--- src/rtl/bsp_pkg.sv ---
package bsp_pkg;
  // Register bus.
  localparam int AXI_AW = 8;
  localparam logic [7:0] ADDR_CTRL = 8'h00;
  localparam logic [7:0] ADDR_PER_EN = 8'h04;
  localparam logic [7:0] ADDR_SLP_KEEP = 8'h08;
  localparam logic [7:0] ADDR_IRQ_EN = 8'h0c;
  localparam logic [7:0] ADDR_STATUS = 8'h10;
  localparam logic [7:0] ADDR_BOOT_PC = 8'h14;
  localparam logic [7:0] ADDR_FAULT = 8'h18;
  localparam logic [1:0] RESP_OKAY = 2'h0;
  localparam logic [1:0] RESP_SLVERR = 2'h2;
  // Control register fields.
  localparam int CTRL_MODE_LSB = 0;
  localparam int CTRL_GO = 2;
  localparam int CTRL_PLL96 = 4;
  localparam int CTRL_SW_RST = 8;
  localparam int CTRL_LOADER_OK = 9;
  localparam logic CTRL_PLL96_RST = 1'h1;
  // Fault register fields.
  localparam int FLT_LOSS = 0;
  localparam int FLT_DEV = 1;
  localparam int FLT_UNLOCK = 2;
  // Status register fields.
  localparam int ST_BOOT_VALID = 8;
  localparam int ST_SW_BOOT = 9;
  localparam int ST_HALT = 10;
  localparam int ST_TRI = 11;
  localparam int ST_EBU_EN = 12;
  localparam int ST_EBU_MST = 13;
  localparam int ST_EMERG = 14;
  // Mode request codes.
  localparam logic [1:0] MODE_RUN = 2'h0;
  localparam logic [1:0] MODE_IDLE = 2'h1;
  localparam logic [1:0] MODE_SLEEP = 2'h2;
  localparam logic [1:0] MODE_DEEP = 2'h3;
  // Boot selection.
  localparam logic [2:0] CFG_SCRATCH = 3'h0;
  localparam logic [2:0] CFG_EXT = 3'h4;
  localparam logic [31:0] PC_SCRATCH = 32'hd4000000;
  localparam logic [31:0] PC_ROM = 32'hdffffffc;
  localparam logic [31:0] PC_LOADED = 32'hc0000004;
  localparam logic [31:0] PC_EXT = 32'ha0000000;
  localparam logic [31:0] PC_EMU = 32'hde000000;
  localparam logic [31:0] PC_NONE = 32'h00000000;
  // Synchronised pin vector positions.
  localparam int PIN_DBG = 0;
  localparam int PIN_BRK = 1;
  localparam int PIN_CFG = 2;
  localparam int PIN_NMI = 6;
  localparam int PIN_WAKE = 7;
  localparam int PIN_REF = 8;
  localparam int PIN_LOCK = 9;
  localparam int PIN_W = 10;
  // Timing.
  localparam int CLK_PERIOD_NS = 10;
  localparam int SHUT_TIME_NS = 80;
  localparam logic [3:0] SHUT_CYC = 4'((SHUT_TIME_NS + CLK_PERIOD_NS - 1) / CLK_PERIOD_NS);
  localparam logic [2:0] BOOT_SETTLE_CYC = 3'h5;
  localparam int PLL_HI_MHZ = 96;
  localparam int PLL_LO_MHZ = 48;
  typedef enum logic [5:0] {
    PS_RUN = 6'h01,
    PS_IDLE = 6'h02,
    PS_SLP_SHUT = 6'h04,
    PS_SLEEP = 6'h08,
    PS_DS_SHUT = 6'h10,
    PS_DEEP = 6'h20
  } bsp_pstate_t;
  typedef struct packed {
    logic [31:0] pc;
    logic halt;
    logic tri_st;
    logic ebu_en;
    logic ebu_mst;
  } bsp_boot_t;
endpackage

--- src/rtl/bsp_sync_if.sv ---
`timescale 1ns/1ps
interface bsp_sync_if #(parameter int W = 1);
  logic [W-1:0] raw;
  logic [W-1:0] stable;
  modport sync (input raw, output stable);
  modport user (output raw, input stable);
endinterface

--- src/rtl/bsp_pin_sync.sv ---
`timescale 1ns/1ps
module bsp_pin_sync #(
  parameter int W = 1
) (
  // Clock and control
  input wire logic clk,
  input wire logic rst_n,
  input wire logic ce,
  // Pins in, settled levels out
  bsp_sync_if.sync port
);
  logic [W-1:0] s1_reg;
  logic [W-1:0] s2_reg;
  logic [W-1:0] s3_reg;
  logic [W-1:0] stable_reg;
  logic [W-1:0] agree;

  // The first stage feeds only the second; agreement is judged on stages two and three.
  assign agree = ~(s2_reg ^ s3_reg);

  always_ff @(posedge clk)
  begin
    if (!rst_n)
    begin
      s1_reg <= '0;
      s2_reg <= '0;
      s3_reg <= '0;
      stable_reg <= '0;
    end
    else if (ce)
    begin
      s1_reg <= port.raw;
      s2_reg <= s1_reg;
      s3_reg <= s2_reg;
      stable_reg <= (stable_reg & ~agree) | (s3_reg & agree);
    end
  end

  assign port.stable = stable_reg;
endmodule // bsp_pin_sync

--- src/rtl/bsp_top.sv ---
`timescale 1ns/1ps
module bsp_top #(
  parameter int NPER = 8,
  parameter int REF_MIN_CYC = 4,
  parameter int REF_MAX_CYC = 16,
  parameter int REF_LOSS_CYC = 64
) (
  // Clock, reset, enable
  input wire logic clk,
  input wire logic rst_n,
  input wire logic ce,
  // Register bus
  input wire logic [bsp_pkg::AXI_AW-1:0] s_axi_awaddr,
  input wire logic s_axi_awvalid,
  output logic s_axi_awready,
  input wire logic [31:0] s_axi_wdata,
  input wire logic [3:0] s_axi_wstrb,
  input wire logic s_axi_wvalid,
  output logic s_axi_wready,
  output logic [1:0] s_axi_bresp,
  output logic s_axi_bvalid,
  input wire logic s_axi_bready,
  input wire logic [bsp_pkg::AXI_AW-1:0] s_axi_araddr,
  input wire logic s_axi_arvalid,
  output logic s_axi_arready,
  output logic [31:0] s_axi_rdata,
  output logic [1:0] s_axi_rresp,
  output logic s_axi_rvalid,
  input wire logic s_axi_rready,
  // Pins
  input wire logic debug_enable_pin,
  input wire logic break_input_pin,
  input wire logic [3:0] boot_cfg_pin,
  input wire logic nmi_n_pin,
  input wire logic ext_wake_pin,
  input wire logic ext_clk_ref_pin,
  input wire logic pll_lock_pin,
  // Same-clock events
  input wire logic wdt_event,
  input wire logic [NPER-1:0] periph_irq,
  input wire logic [NPER-1:0] periph_idle,
  input wire logic [NPER-1:0] periph_req,
  // Boot and power outputs
  output logic [31:0] boot_pc,
  output logic cpu_start,
  output logic cpu_halt,
  output logic pin_tristate,
  output logic ebu_enable,
  output logic ebu_master,
  output logic cpu_clk_en,
  output logic sys_clk_en,
  output logic [NPER-1:0] periph_clk_en,
  output logic mem_access_en,
  output logic pll_sel_96,
  output logic pll_emergency
);
  import bsp_pkg::*;

  function automatic logic [31:0] merge_strb(input logic [31:0] old_v, input logic [31:0] new_v,
                                             input logic [3:0] strb);
    logic [31:0] r;
    r = old_v;
    for (int i = 0; i < 4; i++)
      if (strb[i])
        r[i*8 +: 8] = new_v[i*8 +: 8];
    return r;
  endfunction

  function automatic bsp_boot_t boot_decode(input logic dbg, input logic brk, input logic [3:0] cfg,
                                            input logic sw);
    bsp_boot_t b;
    b = '{pc: PC_NONE, halt: 1'b0, tri_st: 1'b0, ebu_en: 1'b0, ebu_mst: 1'b0};
    if (dbg && brk)
    begin
      if (cfg[2:0] == CFG_SCRATCH && sw)
        b.pc = PC_SCRATCH;
      else if (cfg[2:0] == CFG_EXT)
      begin
        b.pc = PC_EXT;
        b.ebu_en = 1'b1;
        b.ebu_mst = cfg[3];
      end
      else
        b.pc = PC_ROM;
    end
    else if (!dbg && brk)
    begin
      b.halt = 1'b1;
      b.ebu_en = (cfg[2:0] == CFG_EXT);
      b.ebu_mst = cfg[3] && (cfg[2:0] == CFG_EXT);
    end
    else if (dbg && !brk)
      b.tri_st = 1'b1;
    else
      b.pc = PC_EMU;
    return b;
  endfunction

  //////////////////////////////////////////////////////////////////////////////
  // Pin synchronisers.
  bsp_sync_if #(.W(PIN_W)) sif();
  logic [PIN_W-1:0] pins;
  assign sif.raw = {pll_lock_pin, ext_clk_ref_pin, ext_wake_pin, nmi_n_pin, boot_cfg_pin, break_input_pin,
                    debug_enable_pin};
  assign pins = sif.stable;

  bsp_pin_sync #(.W(PIN_W)) u_sync (
    .clk(clk),
    .rst_n(rst_n),
    .ce(ce),
    .port(sif.sync)
  );

  //////////////////////////////////////////////////////////////////////////////
  // Register bus slave.
  logic aw_have_reg, w_have_reg;
  logic [7:0] aw_addr_reg;
  logic [31:0] w_data_reg;
  logic [3:0] w_strb_reg;
  logic wr_en;
  logic [31:0] wr_val;
  logic [31:0] rd_val;
  logic rd_ok;
  logic [1:0] mode_field_reg;
  logic pll96_reg;
  logic [NPER-1:0] per_en_reg, slp_keep_reg, irq_en_reg;
  logic [2:0] fault_reg;
  logic [2:0] fault_set;
  bsp_pstate_t pstate_reg, pstate_next;
  logic boot_valid_reg, sw_boot_reg;

  assign wr_en = aw_have_reg && w_have_reg && !s_axi_bvalid;
  assign wr_val = merge_strb(32'h0, w_data_reg, w_strb_reg);

  always_ff @(posedge clk)
  begin
    if (!rst_n)
    begin
      aw_have_reg <= 1'b0;
      w_have_reg <= 1'b0;
      aw_addr_reg <= 8'h00;
      w_data_reg <= 32'h0;
      w_strb_reg <= 4'h0;
      s_axi_awready <= 1'b1;
      s_axi_wready <= 1'b1;
      s_axi_bvalid <= 1'b0;
      s_axi_bresp <= RESP_OKAY;
    end
    else if (ce)
    begin
      if (s_axi_awvalid && s_axi_awready)
      begin
        aw_have_reg <= 1'b1;
        aw_addr_reg <= s_axi_awaddr;
        s_axi_awready <= 1'b0;
      end
      if (s_axi_wvalid && s_axi_wready)
      begin
        w_have_reg <= 1'b1;
        w_data_reg <= s_axi_wdata;
        w_strb_reg <= s_axi_wstrb;
        s_axi_wready <= 1'b0;
      end
      if (wr_en)
      begin
        s_axi_bvalid <= 1'b1;
        s_axi_bresp <= (aw_addr_reg[7:2] <= ADDR_FAULT[7:2]) ? RESP_OKAY : RESP_SLVERR;
      end
      if (s_axi_bvalid && s_axi_bready)
      begin
        s_axi_bvalid <= 1'b0;
        aw_have_reg <= 1'b0;
        w_have_reg <= 1'b0;
        s_axi_awready <= 1'b1;
        s_axi_wready <= 1'b1;
      end
    end
  end

  always_comb
  begin
    rd_ok = 1'b1;
    rd_val = 32'h0;
    case (s_axi_araddr[7:2])
      ADDR_CTRL[7:2]: rd_val = 32'({pll96_reg, 2'h0, mode_field_reg});
      ADDR_PER_EN[7:2]: rd_val = 32'(per_en_reg);
      ADDR_SLP_KEEP[7:2]: rd_val = 32'(slp_keep_reg);
      ADDR_IRQ_EN[7:2]: rd_val = 32'(irq_en_reg);
      ADDR_STATUS[7:2]: rd_val = 32'({pll_emergency, ebu_master, ebu_enable, pin_tristate, cpu_halt,
                                      sw_boot_reg, boot_valid_reg, 2'h0, pstate_reg});
      ADDR_BOOT_PC[7:2]: rd_val = boot_pc;
      ADDR_FAULT[7:2]: rd_val = 32'(fault_reg);
      default: rd_ok = 1'b0;
    endcase
  end

  always_ff @(posedge clk)
  begin
    if (!rst_n)
    begin
      s_axi_arready <= 1'b1;
      s_axi_rvalid <= 1'b0;
      s_axi_rdata <= 32'h0;
      s_axi_rresp <= RESP_OKAY;
    end
    else if (ce)
    begin
      if (s_axi_arvalid && s_axi_arready)
      begin
        s_axi_arready <= 1'b0;
        s_axi_rvalid <= 1'b1;
        s_axi_rdata <= rd_val;
        s_axi_rresp <= rd_ok ? RESP_OKAY : RESP_SLVERR;
      end
      else if (s_axi_rvalid && s_axi_rready)
      begin
        s_axi_rvalid <= 1'b0;
        s_axi_arready <= 1'b1;
      end
    end
  end

  //////////////////////////////////////////////////////////////////////////////
  // Software-visible control.
  logic wr_ctrl, mode_go, soft_rst, loader_ok, wr_fault;
  assign wr_ctrl = wr_en && aw_addr_reg[7:2] == ADDR_CTRL[7:2];
  assign wr_fault = wr_en && aw_addr_reg[7:2] == ADDR_FAULT[7:2];
  assign mode_go = wr_ctrl && wr_val[CTRL_GO];
  assign soft_rst = wr_ctrl && wr_val[CTRL_SW_RST];
  assign loader_ok = wr_ctrl && wr_val[CTRL_LOADER_OK];

  always_ff @(posedge clk)
  begin
    if (!rst_n)
    begin
      mode_field_reg <= MODE_RUN;
      pll96_reg <= CTRL_PLL96_RST;
      per_en_reg <= '1;
      slp_keep_reg <= '0;
      irq_en_reg <= '0;
    end
    else if (ce && wr_en)
    begin
      if (wr_ctrl)
      begin
        mode_field_reg <= wr_val[CTRL_MODE_LSB +: 2];
        pll96_reg <= wr_val[CTRL_PLL96];
      end
      if (aw_addr_reg[7:2] == ADDR_PER_EN[7:2])
        per_en_reg <= wr_val[NPER-1:0];
      if (aw_addr_reg[7:2] == ADDR_SLP_KEEP[7:2])
        slp_keep_reg <= wr_val[NPER-1:0];
      if (aw_addr_reg[7:2] == ADDR_IRQ_EN[7:2])
        irq_en_reg <= wr_val[NPER-1:0];
    end
  end

  //////////////////////////////////////////////////////////////////////////////
  // Boot selection.
  logic [2:0] boot_cnt_reg;
  logic boot_latch;
  bsp_boot_t boot_sel;
  logic [5:0] cap_reg;
  assign boot_latch = !boot_valid_reg && boot_cnt_reg == BOOT_SETTLE_CYC;
  assign boot_sel = boot_decode(pins[PIN_DBG], pins[PIN_BRK], pins[PIN_CFG +: 4], sw_boot_reg);

  always_ff @(posedge clk)
  begin
    if (!rst_n)
    begin
      boot_cnt_reg <= 3'h0;
      boot_valid_reg <= 1'b0;
      sw_boot_reg <= 1'b0;
      cap_reg <= 6'h0;
      boot_pc <= PC_NONE;
      cpu_start <= 1'b0;
      cpu_halt <= 1'b0;
      pin_tristate <= 1'b0;
      ebu_enable <= 1'b0;
      ebu_master <= 1'b0;
    end
    else if (ce)
    begin
      cpu_start <= 1'b0;
      if (soft_rst)
      begin
        boot_cnt_reg <= 3'h0;
        boot_valid_reg <= 1'b0;
        sw_boot_reg <= 1'b1;
        // The old result is dropped so a tri-state boot cannot drag the new run back into deep sleep.
        boot_pc <= PC_NONE;
        cpu_halt <= 1'b0;
        pin_tristate <= 1'b0;
        ebu_enable <= 1'b0;
        ebu_master <= 1'b0;
      end
      else if (boot_latch)
      begin
        // Pins have passed the synchroniser by now, so the captured levels are settled.
        boot_valid_reg <= 1'b1;
        cap_reg <= pins[PIN_CFG+3:PIN_DBG];
        boot_pc <= boot_sel.pc;
        cpu_halt <= boot_sel.halt;
        pin_tristate <= boot_sel.tri_st;
        ebu_enable <= boot_sel.ebu_en;
        ebu_master <= boot_sel.ebu_mst;
        cpu_start <= !boot_sel.halt && !boot_sel.tri_st;
      end
      else if (!boot_valid_reg)
        boot_cnt_reg <= boot_cnt_reg + 3'h1;
      else if (loader_ok && boot_pc == PC_ROM)
      begin
        boot_pc <= PC_LOADED;
        cpu_start <= 1'b1;
      end
    end
  end

  //////////////////////////////////////////////////////////////////////////////
  // Power state machine.
  logic nmi_prev_reg, wake_prev_reg, nmi_fall, ext_wake;
  logic wake_idle, wake_sleep;
  logic [3:0] shut_cnt_reg;
  assign nmi_fall = nmi_prev_reg && !pins[PIN_NMI];
  assign ext_wake = pins[PIN_WAKE] && !wake_prev_reg;
  assign wake_idle = nmi_fall || wdt_event || |(periph_irq & irq_en_reg);
  assign wake_sleep = nmi_fall || wdt_event || |(periph_irq & irq_en_reg & slp_keep_reg);

  always_comb
  begin
    pstate_next = pstate_reg;
    if (soft_rst)
      pstate_next = PS_RUN;
    else if (pin_tristate)
      pstate_next = PS_DEEP;
    else
      case (pstate_reg)
        PS_RUN:
          if (mode_go)
            case (wr_val[CTRL_MODE_LSB +: 2])
              MODE_IDLE: pstate_next = PS_IDLE;
              MODE_SLEEP: pstate_next = PS_SLP_SHUT;
              MODE_DEEP: pstate_next = PS_DS_SHUT;
              default: pstate_next = PS_RUN;
            endcase
        PS_IDLE:
          if (wake_idle)
            pstate_next = PS_RUN;
        PS_SLP_SHUT:
          if (wake_sleep)
            pstate_next = PS_RUN;
          else if (shut_cnt_reg == 4'h0)
            pstate_next = PS_SLEEP;
        PS_SLEEP:
          if (wake_sleep)
            pstate_next = PS_RUN;
        PS_DS_SHUT:
          if (shut_cnt_reg == 4'h0)
            pstate_next = PS_DEEP;
        PS_DEEP:
          if (ext_wake)
            pstate_next = PS_RUN;
        default: pstate_next = PS_RUN;
      endcase
  end

  always_ff @(posedge clk)
  begin
    if (!rst_n)
    begin
      pstate_reg <= PS_RUN;
      shut_cnt_reg <= SHUT_CYC;
      nmi_prev_reg <= 1'b0;
      wake_prev_reg <= 1'b0;
    end
    else if (ce)
    begin
      pstate_reg <= pstate_next;
      nmi_prev_reg <= pins[PIN_NMI];
      wake_prev_reg <= pins[PIN_WAKE];
      // The shutdown count restarts on every entry so each sequence runs its full length.
      if (pstate_next != pstate_reg)
        shut_cnt_reg <= SHUT_CYC;
      else if (shut_cnt_reg != 4'h0)
        shut_cnt_reg <= shut_cnt_reg - 4'h1;
    end
  end

  // Clock enables follow the next state so they line up with the state register.
  always_ff @(posedge clk)
  begin
    if (!rst_n)
    begin
      cpu_clk_en <= 1'b0;
      sys_clk_en <= 1'b1;
      periph_clk_en <= '0;
      mem_access_en <= 1'b1;
    end
    else if (ce)
    begin
      cpu_clk_en <= pstate_next == PS_RUN && boot_valid_reg && !cpu_halt;
      sys_clk_en <= pstate_next != PS_DEEP;
      mem_access_en <= pstate_next == PS_RUN || pstate_next == PS_IDLE;
      case (pstate_next)
        PS_RUN: periph_clk_en <= per_en_reg & (~periph_idle | periph_req);
        PS_IDLE: periph_clk_en <= '1;
        PS_SLP_SHUT: periph_clk_en <= per_en_reg;
        PS_SLEEP: periph_clk_en <= slp_keep_reg;
        PS_DS_SHUT: periph_clk_en <= per_en_reg;
        default: periph_clk_en <= '0;
      endcase
    end
  end

  //////////////////////////////////////////////////////////////////////////////
  // Reference clock monitor and PLL control.
  logic ref_prev_reg, lock_prev_reg, lock_seen_reg, ref_rise, lock_fell;
  logic ref_armed_reg;
  logic [15:0] per_cnt_reg;
  assign ref_rise = pins[PIN_REF] && !ref_prev_reg;
  assign lock_fell = lock_seen_reg && lock_prev_reg && !pins[PIN_LOCK];
  assign fault_set[FLT_LOSS] = boot_valid_reg && per_cnt_reg == 16'(REF_LOSS_CYC);
  assign fault_set[FLT_DEV] = boot_valid_reg && ref_armed_reg && ref_rise &&
                              (per_cnt_reg < 16'(REF_MIN_CYC) || per_cnt_reg > 16'(REF_MAX_CYC));
  assign fault_set[FLT_UNLOCK] = lock_fell;

  always_ff @(posedge clk)
  begin
    if (!rst_n)
    begin
      ref_prev_reg <= 1'b0;
      lock_prev_reg <= 1'b0;
      lock_seen_reg <= 1'b0;
      ref_armed_reg <= 1'b0;
      per_cnt_reg <= 16'h0;
      fault_reg <= 3'h0;
      pll_emergency <= 1'b0;
      pll_sel_96 <= CTRL_PLL96_RST;
    end
    else if (ce)
    begin
      ref_prev_reg <= pins[PIN_REF];
      lock_prev_reg <= pins[PIN_LOCK];
      lock_seen_reg <= lock_seen_reg || pins[PIN_LOCK];
      // The first period after the monitor starts is partial, so deviation is judged only from the next edge.
      if (!boot_valid_reg)
        ref_armed_reg <= 1'b0;
      else if (ref_rise)
        ref_armed_reg <= 1'b1;
      if (ref_rise || !boot_valid_reg)
        per_cnt_reg <= 16'h0;
      else if (per_cnt_reg != 16'(REF_LOSS_CYC))
        per_cnt_reg <= per_cnt_reg + 16'h1;
      // A fault that arrives together with its clear stays set.
      fault_reg <= (fault_reg & ~(wr_fault ? wr_val[2:0] : 3'h0)) | fault_set;
      pll_emergency <= |fault_set || |(fault_reg & ~(wr_fault ? wr_val[2:0] : 3'h0));
      // The emergency action falls back to the slower clock.
      pll_sel_96 <= pll96_reg && !(|fault_set) && !pll_emergency;
    end
  end

  //////////////////////////////////////////////////////////////////////////////
  // Checks.
  chk_scratch_sw_only: assert property (@(posedge clk) disable iff (!rst_n)
    boot_valid_reg && boot_pc == PC_SCRATCH |-> sw_boot_reg && cap_reg[PIN_CFG +: 3] == CFG_SCRATCH)
    else $error("scratchpad boot without software reset");
  chk_ext_boot_bus: assert property (@(posedge clk) disable iff (!rst_n)
    $rose(boot_valid_reg) && cap_reg[1:0] == 2'h3 && cap_reg[4:2] == CFG_EXT
    |-> boot_pc == PC_EXT && ebu_enable && ebu_master == cap_reg[5])
    else $error("external boot bus role wrong");
  chk_halt_boot: assert property (@(posedge clk) disable iff (!rst_n)
    $rose(boot_valid_reg) && cap_reg[1:0] == 2'h2 |-> cpu_halt && !cpu_start ##1 !cpu_clk_en)
    else $error("halt boot did not halt");
  chk_emu_boot_pc: assert property (@(posedge clk) disable iff (!rst_n)
    $rose(boot_valid_reg) && cap_reg[1:0] == 2'h0 |-> boot_pc == PC_EMU && cpu_start)
    else $error("emulator boot address wrong");
  chk_tristate_deep: assert property (@(posedge clk) disable iff (!rst_n)
    ce && pin_tristate && !soft_rst |=> pstate_reg == PS_DEEP && !sys_clk_en)
    else $error("tri-state boot left deep sleep");
  chk_idle_clocks: assert property (@(posedge clk) disable iff (!rst_n)
    pstate_reg == PS_IDLE |-> !cpu_clk_en && &periph_clk_en && mem_access_en)
    else $error("idle clocks wrong");
  chk_idle_wake: assert property (@(posedge clk) disable iff (!rst_n)
    ce && pstate_reg == PS_IDLE && wake_idle && !pin_tristate |=> pstate_reg == PS_RUN)
    else $error("idle missed wake event");
  chk_sleep_entry: assert property (@(posedge clk) disable iff (!rst_n)
    $rose(pstate_reg == PS_SLEEP) |-> $past(pstate_reg) == PS_SLP_SHUT)
    else $error("sleep entered without shutdown");
  chk_deep_hold: assert property (@(posedge clk) disable iff (!rst_n)
    ce && pstate_reg == PS_DEEP && !ext_wake && !soft_rst |=> pstate_reg == PS_DEEP)
    else $error("deep sleep left without external wake");
  chk_unlock_emerg: assert property (@(posedge clk) disable iff (!rst_n)
    ce && lock_fell |=> pll_emergency && fault_reg[FLT_UNLOCK] && !pll_sel_96)
    else $error("lock loss raised no emergency");
endmodule // bsp_top
--- config.mk ---
export PLATFORM = sky130hd
export DESIGN_NAME = bsp_top
export DESIGN_NICKNAME = d
export VERILOG_FILES = /design/src/rtl/bsp_pkg.sv /design/src/rtl/bsp_sync_if.sv /design/src/rtl/bsp_pin_sync.sv /design/src/rtl/bsp_top.sv
export SDC_FILE = /design/constraint.sdc
export NUM_CORES = 1
export LEC_CHECK = 0
export BUFFER_PORTS_ARGS = -buffer_cell sky130_fd_sc_hd__buf_2
export CAP_MARGIN = 10
export CORE_AREA = 2 2 143 145
export CTS_CLUSTER_DIAMETER = 40
export DETAILED_ROUTE_END_ITERATION = 8
export DIE_AREA = 0 0 145 147
export GPL_TIMING_DRIVEN = 0
export PLACE_DENSITY = 0.68
export REMOVE_ABC_BUFFERS = 1
export SYNTH_ARGS = -nofsm -noshare
export SYNTH_HDL_FRONTEND = slang
export SYNTH_HIERARCHICAL = 1
export SYNTH_SLANG_ARGS = --single-unit
--- constraint.sdc ---
create_clock -name clk -period 2.89 [get_ports clk]
set_input_delay 0.578 -clock clk [delete_from_list [all_inputs] [get_ports clk]]
set_output_delay 0.578 -clock clk [all_outputs]
set_load 0.02 [all_outputs]
==> impl_metrics.py, run 1 <==
metrics = {
    "detailed_routing": {
        "drt-pass1-iter-count": 5,
        "drt_drc_violations_left": 0,
        "first_iter_violations": 467,
        "post_drt_via_cell_ratio": 5.55,
        "routed_wirelength_mm": 22.9,
        "dr_total_vias": 7825,
        "post_drt_wl_per_cell_um": 16.2,
        "ant_nets": 0,
    },
    "cells_and_area": {
        "antenna-diode-count": 0,
        "flip_flop_count_of_the_largest_register_all_copies_and_words_added": 21,
        "area_growth_syn_to_layout_pct": 14.7,
        "fillers": 1857,
        "final_layout_size_suffix_gt1_frac": 0.205,
        "finalCoreUtilization": 0.508,
        "finish.net_count": 1231,
    },
    "global_routing": {
        "grt_antenna_before_repair": 0,
        "grt_pass1_vias": 7148,
        "grt_max_degree": 77,
        "grt_pass1_wl_mm": 36.7,
        "grt.total_usage": 0.212,
        "gr-total-overflow": 0,
    },
    "sta": {
        "clock-skew-final_ns": 0.0115,
        "rsz_0062_raised_after_global_routing": "no",
        "worst_hold_slack_ns": 0.370,
        "timing.final.crit_share": 0.934,
        "setup_violations": 0,
        "achievable-frequency_ghz": 0.371,
        "tightest_slew_ns": 0.965,
        "layout_min_cycle_time_ns": 2.70,
        "final_max_slew_viol_count": 0,
        "timing.slew.headroom": 0.353,
        "finalHoldViolations": 0,
    },
    "floorplan": {
        "std_cell_rows": 52,
        "io_pins": 186,
        "die_w_um": 145,
        "die-height_um": 147,
        "starting_density": 0.443,
        "design.core.area_mm2": 0.0198,
        "full_die_area_mm2": 0.0213,
    },
    "min_path": {
        "hp-class": "in -> reg",
        "timing.hold.worst.start": "s_axi_awaddr[6]",
    },
    "yosys": {
        "synth_area_per_cell_um2": 8.42,
        "synth.yosys.seq_area_share": 0.410,
        "synth_area_mm2": 0.00879,
        "number_of_synthesized_flops_with_an_enable_pin": 0,
        "synth.ff_latch_count": 180,
        "yosysWarningCount": 6,
        "synth_ff_type": "sky130_fd_sc_hd__dfxtp_1",
        "syn-instance-count": 1044,
        "synth_cell_types": 63,
        "async_flop_share": 0,
    },
    "status": {
        "outcome": "completed",
    },
    "cts": {
        "cts_tree": "done",
        "post_cts_buffers": 0,
        "clk_pin_slew_worst_paths_ns": 0.07,
        "cts_hold_buffers": 0,
        "clock_tree.htree_level_count": 4,
        "insertion_delay_ns": 0.44,
        "cts-root-buf": "sky130_fd_sc_hd__clkbuf_16",
        "cts.path.max_buffers": 2,
        "numCtsBuffers": 17,
        "cts_num_sinks": 180,
    },
    "place": {
        "port_buffers": 153,
        "gp_routability_congestion": 0.858,
        "half_perimeter_wire_length_of_the_detailed_placement_result_mm": 16.0,
    },
    "power_and_ir_drop": {
        "p_leak_nw": 4.16,
        "p_sw_frac": 0.265,
        "clock_power_share": 0.430,
        "share_seq_of_total_power": 0.493,
        "internal_power_mw": 3.87,
        "ir_drop_worst_vdd_mv": 0.429,
        "power.switching_mw": 1.40,
        "p_per_area_mw_per_mm2": 523,
        "totalPowerFinal_mw": 5.27,
        "power_frac_comb": 0.077,
    },
    "setup_path": {
        "crit_path_start_kind": "register",
        "worstPathCellList": "and2_1 -> nand4_1 -> o21bai_1 -> a211o_1 -> o21a_1 -> nor3b_1 -> o21ai_0",
        "critical_path.slowest_cell": "sky130_fd_sc_hd__dfxtp_2",
        "critical_path.max_fanout": 18,
        "setup.worst_path.class": "reg -> reg",
        "critPathCaptureType": "register",
        "critical_path.startpoint": "w_strb_reg[0]$_SDFFE_PN0P_",
        "required_ns": 3.17,
        "critical_path_arrival_ns": 2.98,
        "worst_path_largest_cell_delay_ns": 0.55,
        "worst_r2r_startpoint": "w_strb_reg[0]$_SDFFE_PN0P_",
    },
    "flow_run": {
        "drv.max_cap_violation_count": 0,
    },
}
==> critical path: cells and delay by family, from the launching register on <==
family / cells / cell delay (ns)
simple gates: 3 / 0.86
compound gates: 4 / 1.13
flops: 1 / 0.55
==> layout make-up <==
class,instances,area [um2],area share
clock inverter,14,135,0.0134
inverter,28,106,0.0105
timing repair buffer,157,856,0.0849
tap,270,338,0.0335
sequential,180,3610,0.358
multi-input combinational,742,4600,0.456
clock buffer,18,439,0.0436
==> layer usage <==
metal  vias to the layer above  part of all wire  global-route usage
met5                         -                 0                   0
met4                         0             0.013              0.0554
met3                        27             0.062              0.0503
met2                       248              0.48               0.364
met1                      3699              0.45               0.268
li1                       3851                 -                   -
==> worst paths after layout <==
| check | endpoint | slack, ns | cells past startpoint |
|---|---|---|---|
| setup / recovery | mem_access_en$_SDFFE_PN1P_ | 0.19 | 7 |
| hold / removal | aw_addr_reg[6]$_SDFFE_PN0P_ | 0.37 | 3 |
| setup reg to reg | mem_access_en$_SDFFE_PN1P_ | 0.19 | 7 |
| hold reg to reg | periph_clk_en[3]$_SDFFE_PN0P_ | 0.45 | 1 |
==> power by group through the flow <==
stage	registers [mW]	logic, mW	clock network, mW
after floorplan	2.66	0.208	0
after global placement	2.65	0.389	0
after detailed placement	2.65	0.406	0
after CTS	2.60	0.408	2.30
after global routing	2.61	0.450	2.40
final	2.60	0.407	2.27
==> cell usage after synthesis, drive strengths merged, types with 3 or more instances <==
master	n	share of area
a21o	11	0.0094
a21oi	86	0.049
a222oi	11	0.013
a22oi	7	0.0060
a31oi	16	0.011
a41oi	9	0.0090
and2	4	0.0028
and3	13	0.0093
and4b	3	0.0034
buf	48	0.041
clkbuf	49	0.021
dfxtp	180	0.41
ha	10	0.014
inv	27	0.012
mux2i	50	0.057
nand2	108	0.046
nand2b	10	0.0071
nand3	34	0.019
nand3b	7	0.0060
nand4	23	0.016
nand4b	3	0.0030
nor2	149	0.064
nor2b	23	0.025
nor3	12	0.0068
nor3b	6	0.0051
nor4	7	0.0050
nor4b	4	0.0040
o2111ai	10	0.010
o211ai	15	0.013
o21ai	37	0.021
o21bai	3	0.0026
o31ai	6	0.0051
o32ai	10	0.019
or2	3	0.0021
or3	3	0.0021
or4	3	0.0026
xnor2	4	0.0040
xor2	12	0.012
==> cell usage in the layout, fill, tap and decap left out, types with 4 or more instances in the layout <==
cell,n
sky130_fd_sc_hd__a21o_1,11
sky130_fd_sc_hd__a21oi_1,86
sky130_fd_sc_hd__a222oi_1,11
sky130_fd_sc_hd__a22oi_1,7
sky130_fd_sc_hd__a31oi_1,16
sky130_fd_sc_hd__a41oi_1,9
sky130_fd_sc_hd__and2_1,4
sky130_fd_sc_hd__and3_1,12
sky130_fd_sc_hd__buf_2,153
sky130_fd_sc_hd__clkbuf_16,17
sky130_fd_sc_hd__conb_1,4
sky130_fd_sc_hd__dfxtp_1,175
sky130_fd_sc_hd__dfxtp_2,5
sky130_fd_sc_hd__ha_1,10
sky130_fd_sc_hd__inv_1,27
sky130_fd_sc_hd__inv_6,6
sky130_fd_sc_hd__mux2i_1,50
sky130_fd_sc_hd__nand2_1,108
sky130_fd_sc_hd__nand2b_1,10
sky130_fd_sc_hd__nand3_1,34
sky130_fd_sc_hd__nand3b_1,7
sky130_fd_sc_hd__nand4_1,23
sky130_fd_sc_hd__nor2_1,149
sky130_fd_sc_hd__nor2b_1,13
sky130_fd_sc_hd__nor2b_4,10
sky130_fd_sc_hd__nor3_1,9
sky130_fd_sc_hd__nor4_1,5
sky130_fd_sc_hd__nor4b_1,4
sky130_fd_sc_hd__o2111ai_1,10
sky130_fd_sc_hd__o211ai_1,14
sky130_fd_sc_hd__o21ai_0,37
sky130_fd_sc_hd__o31ai_1,6
sky130_fd_sc_hd__o32ai_2,10
sky130_fd_sc_hd__xnor2_1,4
sky130_fd_sc_hd__xor2_1,12
==> stage by stage <==
step                worst slack [ns]  std cells  cell area, um2  setup TNS [ns]
floorplan                      -1.81        950            8250          -55.01
global placement               -2.47       1373            9360         -188.42
detailed placement            -0.485       1377            9450           -7.30
CTS                           0.0208       1409           10100               0
global route                  0.0103       1409           10100               0
finish                         0.192       1409           10100               0
==> kinds of logic (layout without fill, tap and decap cells) <==
logic type | Yosys count | in the layout | share of synthesized area
fa+ha+maj | 10 | 10 | 0.0142
compound gates | 241 | 241 | 0.192
simple gates | 421 | 421 | 0.236
flops | 180 | 180 | 0.410
xor+xnor | 16 | 16 | 0.0159
buf+inv | 125 | 217 | 0.0742
other cells | 1 | 4 | 0.000427
mux | 50 | 50 | 0.0569
==> what timing repair did <==
action / 4_1_cts / 5_1_grt
pin swaps: 0 / 1
setup endpoints to repair: 11 / 13
gates resized for setup: 7 / 8
Power figures use the tool's default switching activity.
==> run 2: changes to the inputs <==
- ABC_AREA: not set -> 1
- CORE_AREA: 2 2 143 145 -> 2 2 134 136
- DIE_AREA: 0 0 145 147 -> 0 0 136 138
- PLACE_DENSITY: 0.68 -> 0.76
==> impl_metrics.py, run 2 <==
metrics = {
    "sta": {
        "worst_hold_slack_ns": 0.367,
        "rsz_0062_raised_after_global_routing": "no",
        "timing.slew.headroom": 0.366,
        "final_max_slew_viol_count": 0,
        "timing.final.crit_share": 0.917,
        "tightest_slew_ns": 0.950,
        "setup_violations": 0,
        "layout_min_cycle_time_ns": 2.65,
        "clock-skew-final_ns": 0.00823,
        "setup_slack_ns": 0.240,
        "finalHoldViolations": 0,
        "finalSetupTns_ns": 0,
        "achievable-frequency_ghz": 0.377,
    },
    "setup_path": {
        "worst_path_largest_cell_delay_ns": 0.61,
        "crit_path_start_kind": "input pin",
        "critical_path_arrival_ns": 3.03,
        "critical_path.max_fanout": 39,
        "critical_path.startpoint": "rst_n",
        "critPathCaptureType": "register",
        "cell_family_contributing_the_most_delay_on_the_critical_path": "buffers and inverters",
        "critical_path.slowest_cell": "sky130_fd_sc_hd__clkinv_2",
        "cp_num_buf_inv": 4,
        "setup.worst_path.class": "in -> reg",
        "timing.critical_path.to": "per_cnt_reg[12]$_SDFFE_PN0P_",
        "worstSetupPathDepth": 7,
        "rr_worst_depth": 15,
        "worst-r2r-setup-slack_ns": 0.32,
        "worst_r2r_startpoint": "w_strb_reg[0]$_SDFFE_PN0P_",
        "rr_endpoint": "shut_cnt_reg[1]$_SDFFE_PN0P_",
        "worstPathCellList": "buf_2 -> clkinv_2 -> buf_12 -> nor2_1 -> inv_1 -> a21oi_1 -> o21a_1",
        "required_ns": 3.27,
    },
    "cells_and_area": {
        "mostFrequentLayoutCell": "sky130_fd_sc_hd__nand2_1",
        "antenna-diode-count": 0,
        "finish.net_count": 1459,
        "final_design_area_no_fill_mm2": 0.00993,
        "area_growth_syn_to_layout_pct": 14.2,
        "most-common-layout-cells": "sky130_fd_sc_hd__nand2_1, sky130_fd_sc_hd__dfxtp_1, sky130_fd_sc_hd__buf_2",
        "flip_flop_count_of_the_largest_register_all_copies_and_words_added": 21,
        "final_layout_size_suffix_gt1_frac": 0.155,
    },
    "detailed_routing": {
        "dr_total_vias": 8450,
        "routed_wirelength_mm": 22.7,
        "post_drt_via_cell_ratio": 5.30,
        "drt_drc_violations_left": 0,
        "first_iter_violations": 665,
        "ant_nets": 0,
        "drt-pass1-iter-count": 5,
        "post_drt_wl_per_cell_um": 14.2,
    },
    "floorplan": {
        "full_die_area_mm2": 0.0188,
        "die_w_um": 136,
        "die-height_um": 138,
        "starting_density": 0.496,
        "io_pins": 186,
        "std_cell_rows": 49,
        "design.core.area_mm2": 0.0175,
    },
    "yosys": {
        "netlist.area_leader.share": 0.414,
        "yosysWarningCount": 6,
        "synth_top_cell_by_area": "sky130_fd_sc_hd__dfxtp_1",
        "synthTopCellsByCount": "sky130_fd_sc_hd__nand2_1, sky130_fd_sc_hd__dfxtp_1, sky130_fd_sc_hd__a21oi_1",
        "yosys-top-cells-area": "sky130_fd_sc_hd__dfxtp_1, sky130_fd_sc_hd__nand2_1, sky130_fd_sc_hd__a21oi_1",
        "synthMostInstantiatedCell": "sky130_fd_sc_hd__nand2_1",
        "async_flop_share": 0,
        "muxShareOfSynthArea": 0,
        "synthAdderAreaFrac": 0.0144,
        "syn-instance-count": 1264,
        "number_of_synthesized_flops_with_an_enable_pin": 0,
        "xor_xnor_cell_area_share_of_the_yosys_netlist": 0.00503,
        "synth_top_family_by_area": "simple AND/OR/NAND/NOR gates",
        "synth_cell_types": 43,
        "synth_ff_type": "sky130_fd_sc_hd__dfxtp_1",
        "synth.yosys.seq_area_share": 0.414,
        "synth_simple_gate_area_share": 0.282,
        "synth_compound_gate_area_share": 0.171,
        "synth.ff_latch_count": 180,
        "synth_area_mm2": 0.00870,
        "synth_area_per_cell_um2": 6.88,
    },
    "flow_run": {
        "drv.max_cap_violation_count": 0,
    },
    "status": {
        "outcome": "completed",
    },
    "cts": {
        "cts.path.max_buffers": 2,
        "cts_num_sinks": 180,
        "numCtsBuffers": 17,
        "clock_tree.htree_level_count": 4,
        "clk_pin_slew_worst_paths_ns": 0.06,
        "cts_hold_buffers": 0,
        "insertion_delay_ns": 0.43,
        "cts_tree": "done",
        "cts-root-buf": "sky130_fd_sc_hd__clkbuf_16",
    },
    "power_and_ir_drop": {
        "ir_drop_worst_vdd_mv": 0.434,
        "p_per_area_mw_per_mm2": 565,
        "p_leak_nw": 4.49,
    },
    "global_routing": {
        "grt_pass1_wl_mm": 36.6,
        "grt.total_usage": 0.242,
        "gr-total-overflow": 0,
        "grt_max_degree": 86,
        "grt_pass1_vias": 7363,
        "grt_antenna_before_repair": 0,
    },
    "place": {
        "post-place-ws_ns": -1.37,
        "placed_cell_area_mm2": 0.00932,
        "gp_routability_congestion": 0.903,
        "port_buffers": 153,
        "half_perimeter_wire_length_of_the_detailed_placement_result_mm": 16.0,
    },
    "min_path": {
        "hp-class": "in -> reg",
    },
}
==> run 2: changes by cell type after synthesis, moves of 24 or more <==
| cell | before | now |
|---|---|---|
| sky130_fd_sc_hd__o21ai_0 | 37 | 95 |
| sky130_fd_sc_hd__nand3_1 | 34 | 58 |
| sky130_fd_sc_hd__nand2_1 | 108 | 321 |
| sky130_fd_sc_hd__a21oi_1 | 86 | 137 |
| sky130_fd_sc_hd__mux2i_1 | 50 | 0 |
| sky130_fd_sc_hd__inv_1 | 27 | 119 |
| sky130_fd_sc_hd__nor2_1 | 149 | 117 |
==> run 2: tightest hold or removal path, cell delays in order <==
cell and delay [ns]:
sky130_fd_sc_hd__buf_2 0.07, sky130_fd_sc_hd__nor2_1 0.03, sky130_fd_sc_hd__nor2_1 0.08
==> run 2: logic make-up (layout without fill, tap and decap cells) <==
kind of cell	after synthesis	after routing
flops	180	180
simple gates	576	576
other cells	1	4
buf+inv	216	314
fa+ha+maj	10	10
xor+xnor	5	5
compound gates	276	276
==> run 2: per-layer routing <==
layer	global-route usage	routed length [um]	vias to the layer above	share of wire
li1	-	-	4281	-
met1	0.326	10400	3850	0.46
met2	0.387	10300	290	0.45
met3	0.0517	1600	29	0.071
met4	0.0779	418	0	0.018
met5	0	0	-	0
==> run 2: cell type report <==
class	count	area (um2)
Fill cell	1719	7600
Sequential cell	180	3600
Clock inverter	9	155
Timing Repair Buffer	155	812
Multi-Input combinational cell	871	4140
Tap cell	229	287
Inverter	129	492
Clock buffer	21	450
==> run 2: report_power, final <==
group / leakage, nW / internal, mW / switching [mW] / total [mW]
Clock: 0.293 / 1.46 / 0.943 / 2.40
Combinational: 2.73 / 0.194 / 0.386 / 0.580
Sequential: 1.47 / 2.57 / 0.0612 / 2.63
==> run 2: repair_timing <==
action | in CTS | in global routing
buffers inserted | 0 | 0
gates cloned | 0 | 0
pin swaps | 0 | 0
resized for setup | 2 | 2
setup endpoints to repair | 42 | 20
==> run 2: how the worst min path moves through the flow <==
stage / start / to / slack (ns) / cells after the start
3_3_place_gp: ref_prev_reg$_SDFFE_PN0P_ / ref_prev_reg$_SDFFE_PN0P_ / 0.45 / 2
6_report: nmi_n_pin / u_sync/s1_reg[6]$_SDFFE_PN0P_ / 0.37 / 3
4_1_cts: nmi_n_pin / u_sync/s1_reg[6]$_SDFFE_PN0P_ / 0.36 / 3
2_1_floorplan: w_data_reg[9]$_SDFFE_PN0P_ / w_data_reg[9]$_SDFFE_PN0P_ / 0.43 / 2
3_5_place_dp: ref_prev_reg$_SDFFE_PN0P_ / ref_prev_reg$_SDFFE_PN0P_ / 0.44 / 2
5_1_grt: ext_wake_pin / u_sync/s1_reg[7]$_SDFFE_PN0P_ / 0.37 / 3
==> run 2: through the flow <==
stage | instances | util | total power, mW
after detailed placement | 1564 | 0.531 | 3.26
final | 1594 | 0.567 | 5.61
after global placement | 1562 | 0.529 | 3.24
after global routing | 1594 | 0.567 | 5.83
after floorplan | 1180 | - | 3.04
after CTS | 1594 | 0.566 | 5.65
==> run 3: changes to the inputs <==
- CELL_PAD_IN_SITES_DETAIL_PLACEMENT: not set -> 2
- CELL_PAD_IN_SITES_GLOBAL_PLACEMENT: not set -> 2
- CORE_AREA: 2 2 134 136 -> 2 2 174 176
- DIE_AREA: 0 0 136 138 -> 0 0 176 178
- PLACE_DENSITY: 0.76 -> 0.8
==> impl_metrics.py, run 3 (synthesized netlist as in run 2, its figures left out) <==
metrics = {
    "status": {
        "outcome": "completed",
    },
    "sta": {
        "timing.final.crit_share": 0.897,
        "tightest_slew_ns": 0.946,
        "finalSetupTns_ns": 0,
        "rsz_0062_raised_after_global_routing": "no",
        "clock-skew-final_ns": 0.0115,
        "finalHoldViolations": 0,
        "setup_violations": 0,
        "setup_slack_ns": 0.298,
        "timing.slew.headroom": 0.369,
        "achievable-frequency_ghz": 0.386,
        "layout_min_cycle_time_ns": 2.59,
        "final_max_slew_viol_count": 0,
    },
    "setup_path": {
        "timing.critical_path.to": "s_axi_rdata[28]$_SDFFE_PN0P_",
        "required_ns": 3.23,
        "critical_path_arrival_ns": 2.93,
        "rr_endpoint": "shut_cnt_reg[1]$_SDFFE_PN0P_",
        "critical_path.startpoint": "ce",
        "worstPathCellList": "buf_8 -> nand3_1 -> clkinv_2 -> o21ai_0 -> a21oi_1",
        "critical_path.slowest_cell": "sky130_fd_sc_hd__nand3_1",
        "cell_family_contributing_the_most_delay_on_the_critical_path": "buffers and inverters",
        "rr_worst_depth": 17,
        "worst_r2r_startpoint": "s_axi_bvalid$_SDFFE_PN0P_",
        "critical_path.max_fanout": 85,
        "critPathCaptureType": "register",
        "worstSetupPathDepth": 5,
        "setup.worst_path.class": "in -> reg",
        "worst_path_largest_cell_delay_ns": 0.84,
        "cp_num_buf_inv": 2,
        "crit_path_start_kind": "input pin",
        "worst-r2r-setup-slack_ns": 0.34,
    },
    "floorplan": {
        "io_pins": 186,
        "die-height_um": 178,
        "die_w_um": 176,
        "starting_density": 0.296,
        "std_cell_rows": 63,
        "design.core.area_mm2": 0.0294,
        "full_die_area_mm2": 0.0313,
    },
    "cells_and_area": {
        "finish.net_count": 1460,
        "fillers": 3574,
        "final_layout_size_suffix_gt1_frac": 0.162,
        "final_design_area_no_fill_mm2": 0.0102,
        "flip_flop_count_of_the_largest_register_all_copies_and_words_added": 21,
        "area_growth_syn_to_layout_pct": 17.7,
        "mostFrequentLayoutCell": "sky130_fd_sc_hd__nand2_1",
        "most-common-layout-cells": "sky130_fd_sc_hd__nand2_1, sky130_fd_sc_hd__dfxtp_1, sky130_fd_sc_hd__buf_2",
    },
    "cts": {
        "postCtsResizedCells": 7,
        "cts_hold_buffers": 0,
        "insertion_delay_ns": 0.44,
        "post_cts_buffers": 0,
        "cts.path.max_buffers": 2,
        "clock_tree.htree_level_count": 4,
        "cts-root-buf": "sky130_fd_sc_hd__clkbuf_16",
        "cts_tree": "done",
        "numCtsBuffers": 17,
        "clk_pin_slew_worst_paths_ns": 0.07,
        "cts_num_sinks": 180,
    },
    "place": {
        "port_buffers": 153,
        "placed_cell_area_mm2": 0.00954,
        "post-place-ws_ns": -1.28,
        "half_perimeter_wire_length_of_the_detailed_placement_result_mm": 22.3,
        "gp_routability_congestion": 0.829,
    },
    "global_routing": {
        "grt_antenna_before_repair": 0,
        "gr-total-overflow": 0,
        "grt.total_usage": 0.205,
        "grt_pass1_wl_mm": 50.7,
        "grt_pass1_vias": 9561,
        "grt_max_degree": 86,
    },
    "detailed_routing": {
        "first_iter_violations": 445,
        "drt_drc_violations_left": 0,
        "dr_total_vias": 8839,
        "post_drt_wl_per_cell_um": 17.8,
        "ant_nets": 0,
        "routed_wirelength_mm": 31.2,
        "drt-pass1-iter-count": 4,
        "post_drt_via_cell_ratio": 5.03,
    },
    "min_path": {
        "hp-class": "in -> reg",
    },
    "flow_run": {
        "drv.max_cap_violation_count": 0,
    },
    "power_and_ir_drop": {
        "p_per_area_mw_per_mm2": 577,
        "p_leak_nw": 4.54,
        "ir_drop_worst_vdd_mv": 0.281,
    },
}
run 3: cell types whose count changed in the layout (fill, tap and decap cells not counted), sizes merged:
| cell | before | now |
|---|---|---|
| buf | 155 | 156 |
| bufinv | 4 | 5 |
| clkbuf | 21 | 18 |
| clkinv | 8 | 4 |
| clkinvlp | 1 | 2 |
| diode | 0 | 1 |
| inv | 125 | 131 |
run 3: how the worst min path moves through the flow:
stage | start | end | depth (start not counted)
after global placement | ref_prev_reg$_SDFFE_PN0P_ | ref_prev_reg$_SDFFE_PN0P_ | 2
after global routing | nmi_n_pin | u_sync/s1_reg[6]$_SDFFE_PN0P_ | 3
after floorplan | w_data_reg[9]$_SDFFE_PN0P_ | w_data_reg[9]$_SDFFE_PN0P_ | 2
after CTS | nmi_n_pin | u_sync/s1_reg[6]$_SDFFE_PN0P_ | 3
after detailed placement | lock_seen_reg$_SDFFE_PN0P_ | lock_seen_reg$_SDFFE_PN0P_ | 2
final | nmi_n_pin | u_sync/s1_reg[6]$_SDFFE_PN0P_ | 3
run 3: worst min-delay path: cells and delay by family:
| kind | cells | cell delay [ns] |
|---|---|---|
| and+or+nand+nor | 2 | 0.11 |
| buffers and inverters | 1 | 0.07 |
run 3: metrics by stage:
stage / hold WS, ns / cells / utilization / power [mW]
3_5_place_dp: 0.453 / 1726 / 0.324 / 3.31
3_3_place_gp: 0.443 / 1723 / 0.322 / 3.28
5_1_grt: 0.357 / 1757 / 0.348 / 6.17
2_1_floorplan: 0.430 / 1180 / - / 3.04
4_1_cts: 0.337 / 1757 / 0.348 / 5.98
6_report: 0.355 / 1758 / 0.348 / 5.91
run 3: per-layer routing:
layer  global-route usage  up-vias  part of all wire
li1                     -     4283                 -
met1                0.247     4339              0.45
met2                0.381      188              0.50
met3               0.0335       29             0.039
met4               0.0503        0             0.015
met5                    0        -                 0
run 3: power by group:
part	internal, mW	switching, mW	total (mW)
combinational	0.197	0.424	0.621
sequential	2.56	0.0659	2.63
clock	1.57	1.09	2.66
total	4.33	1.58	5.91
run 3: layout make-up:
class,count,area (um2),share of cell area
Antenna cell,1,2.50,0.000244
Sequential cell,180,3600,0.352
Multi-Input combinational cell,871,4150,0.405
Timing Repair Buffer,156,841,0.0822
Clock buffer,18,439,0.0429
Inverter,129,494,0.0483
Tap cell,390,488,0.0477
Clock inverter,13,218,0.0213
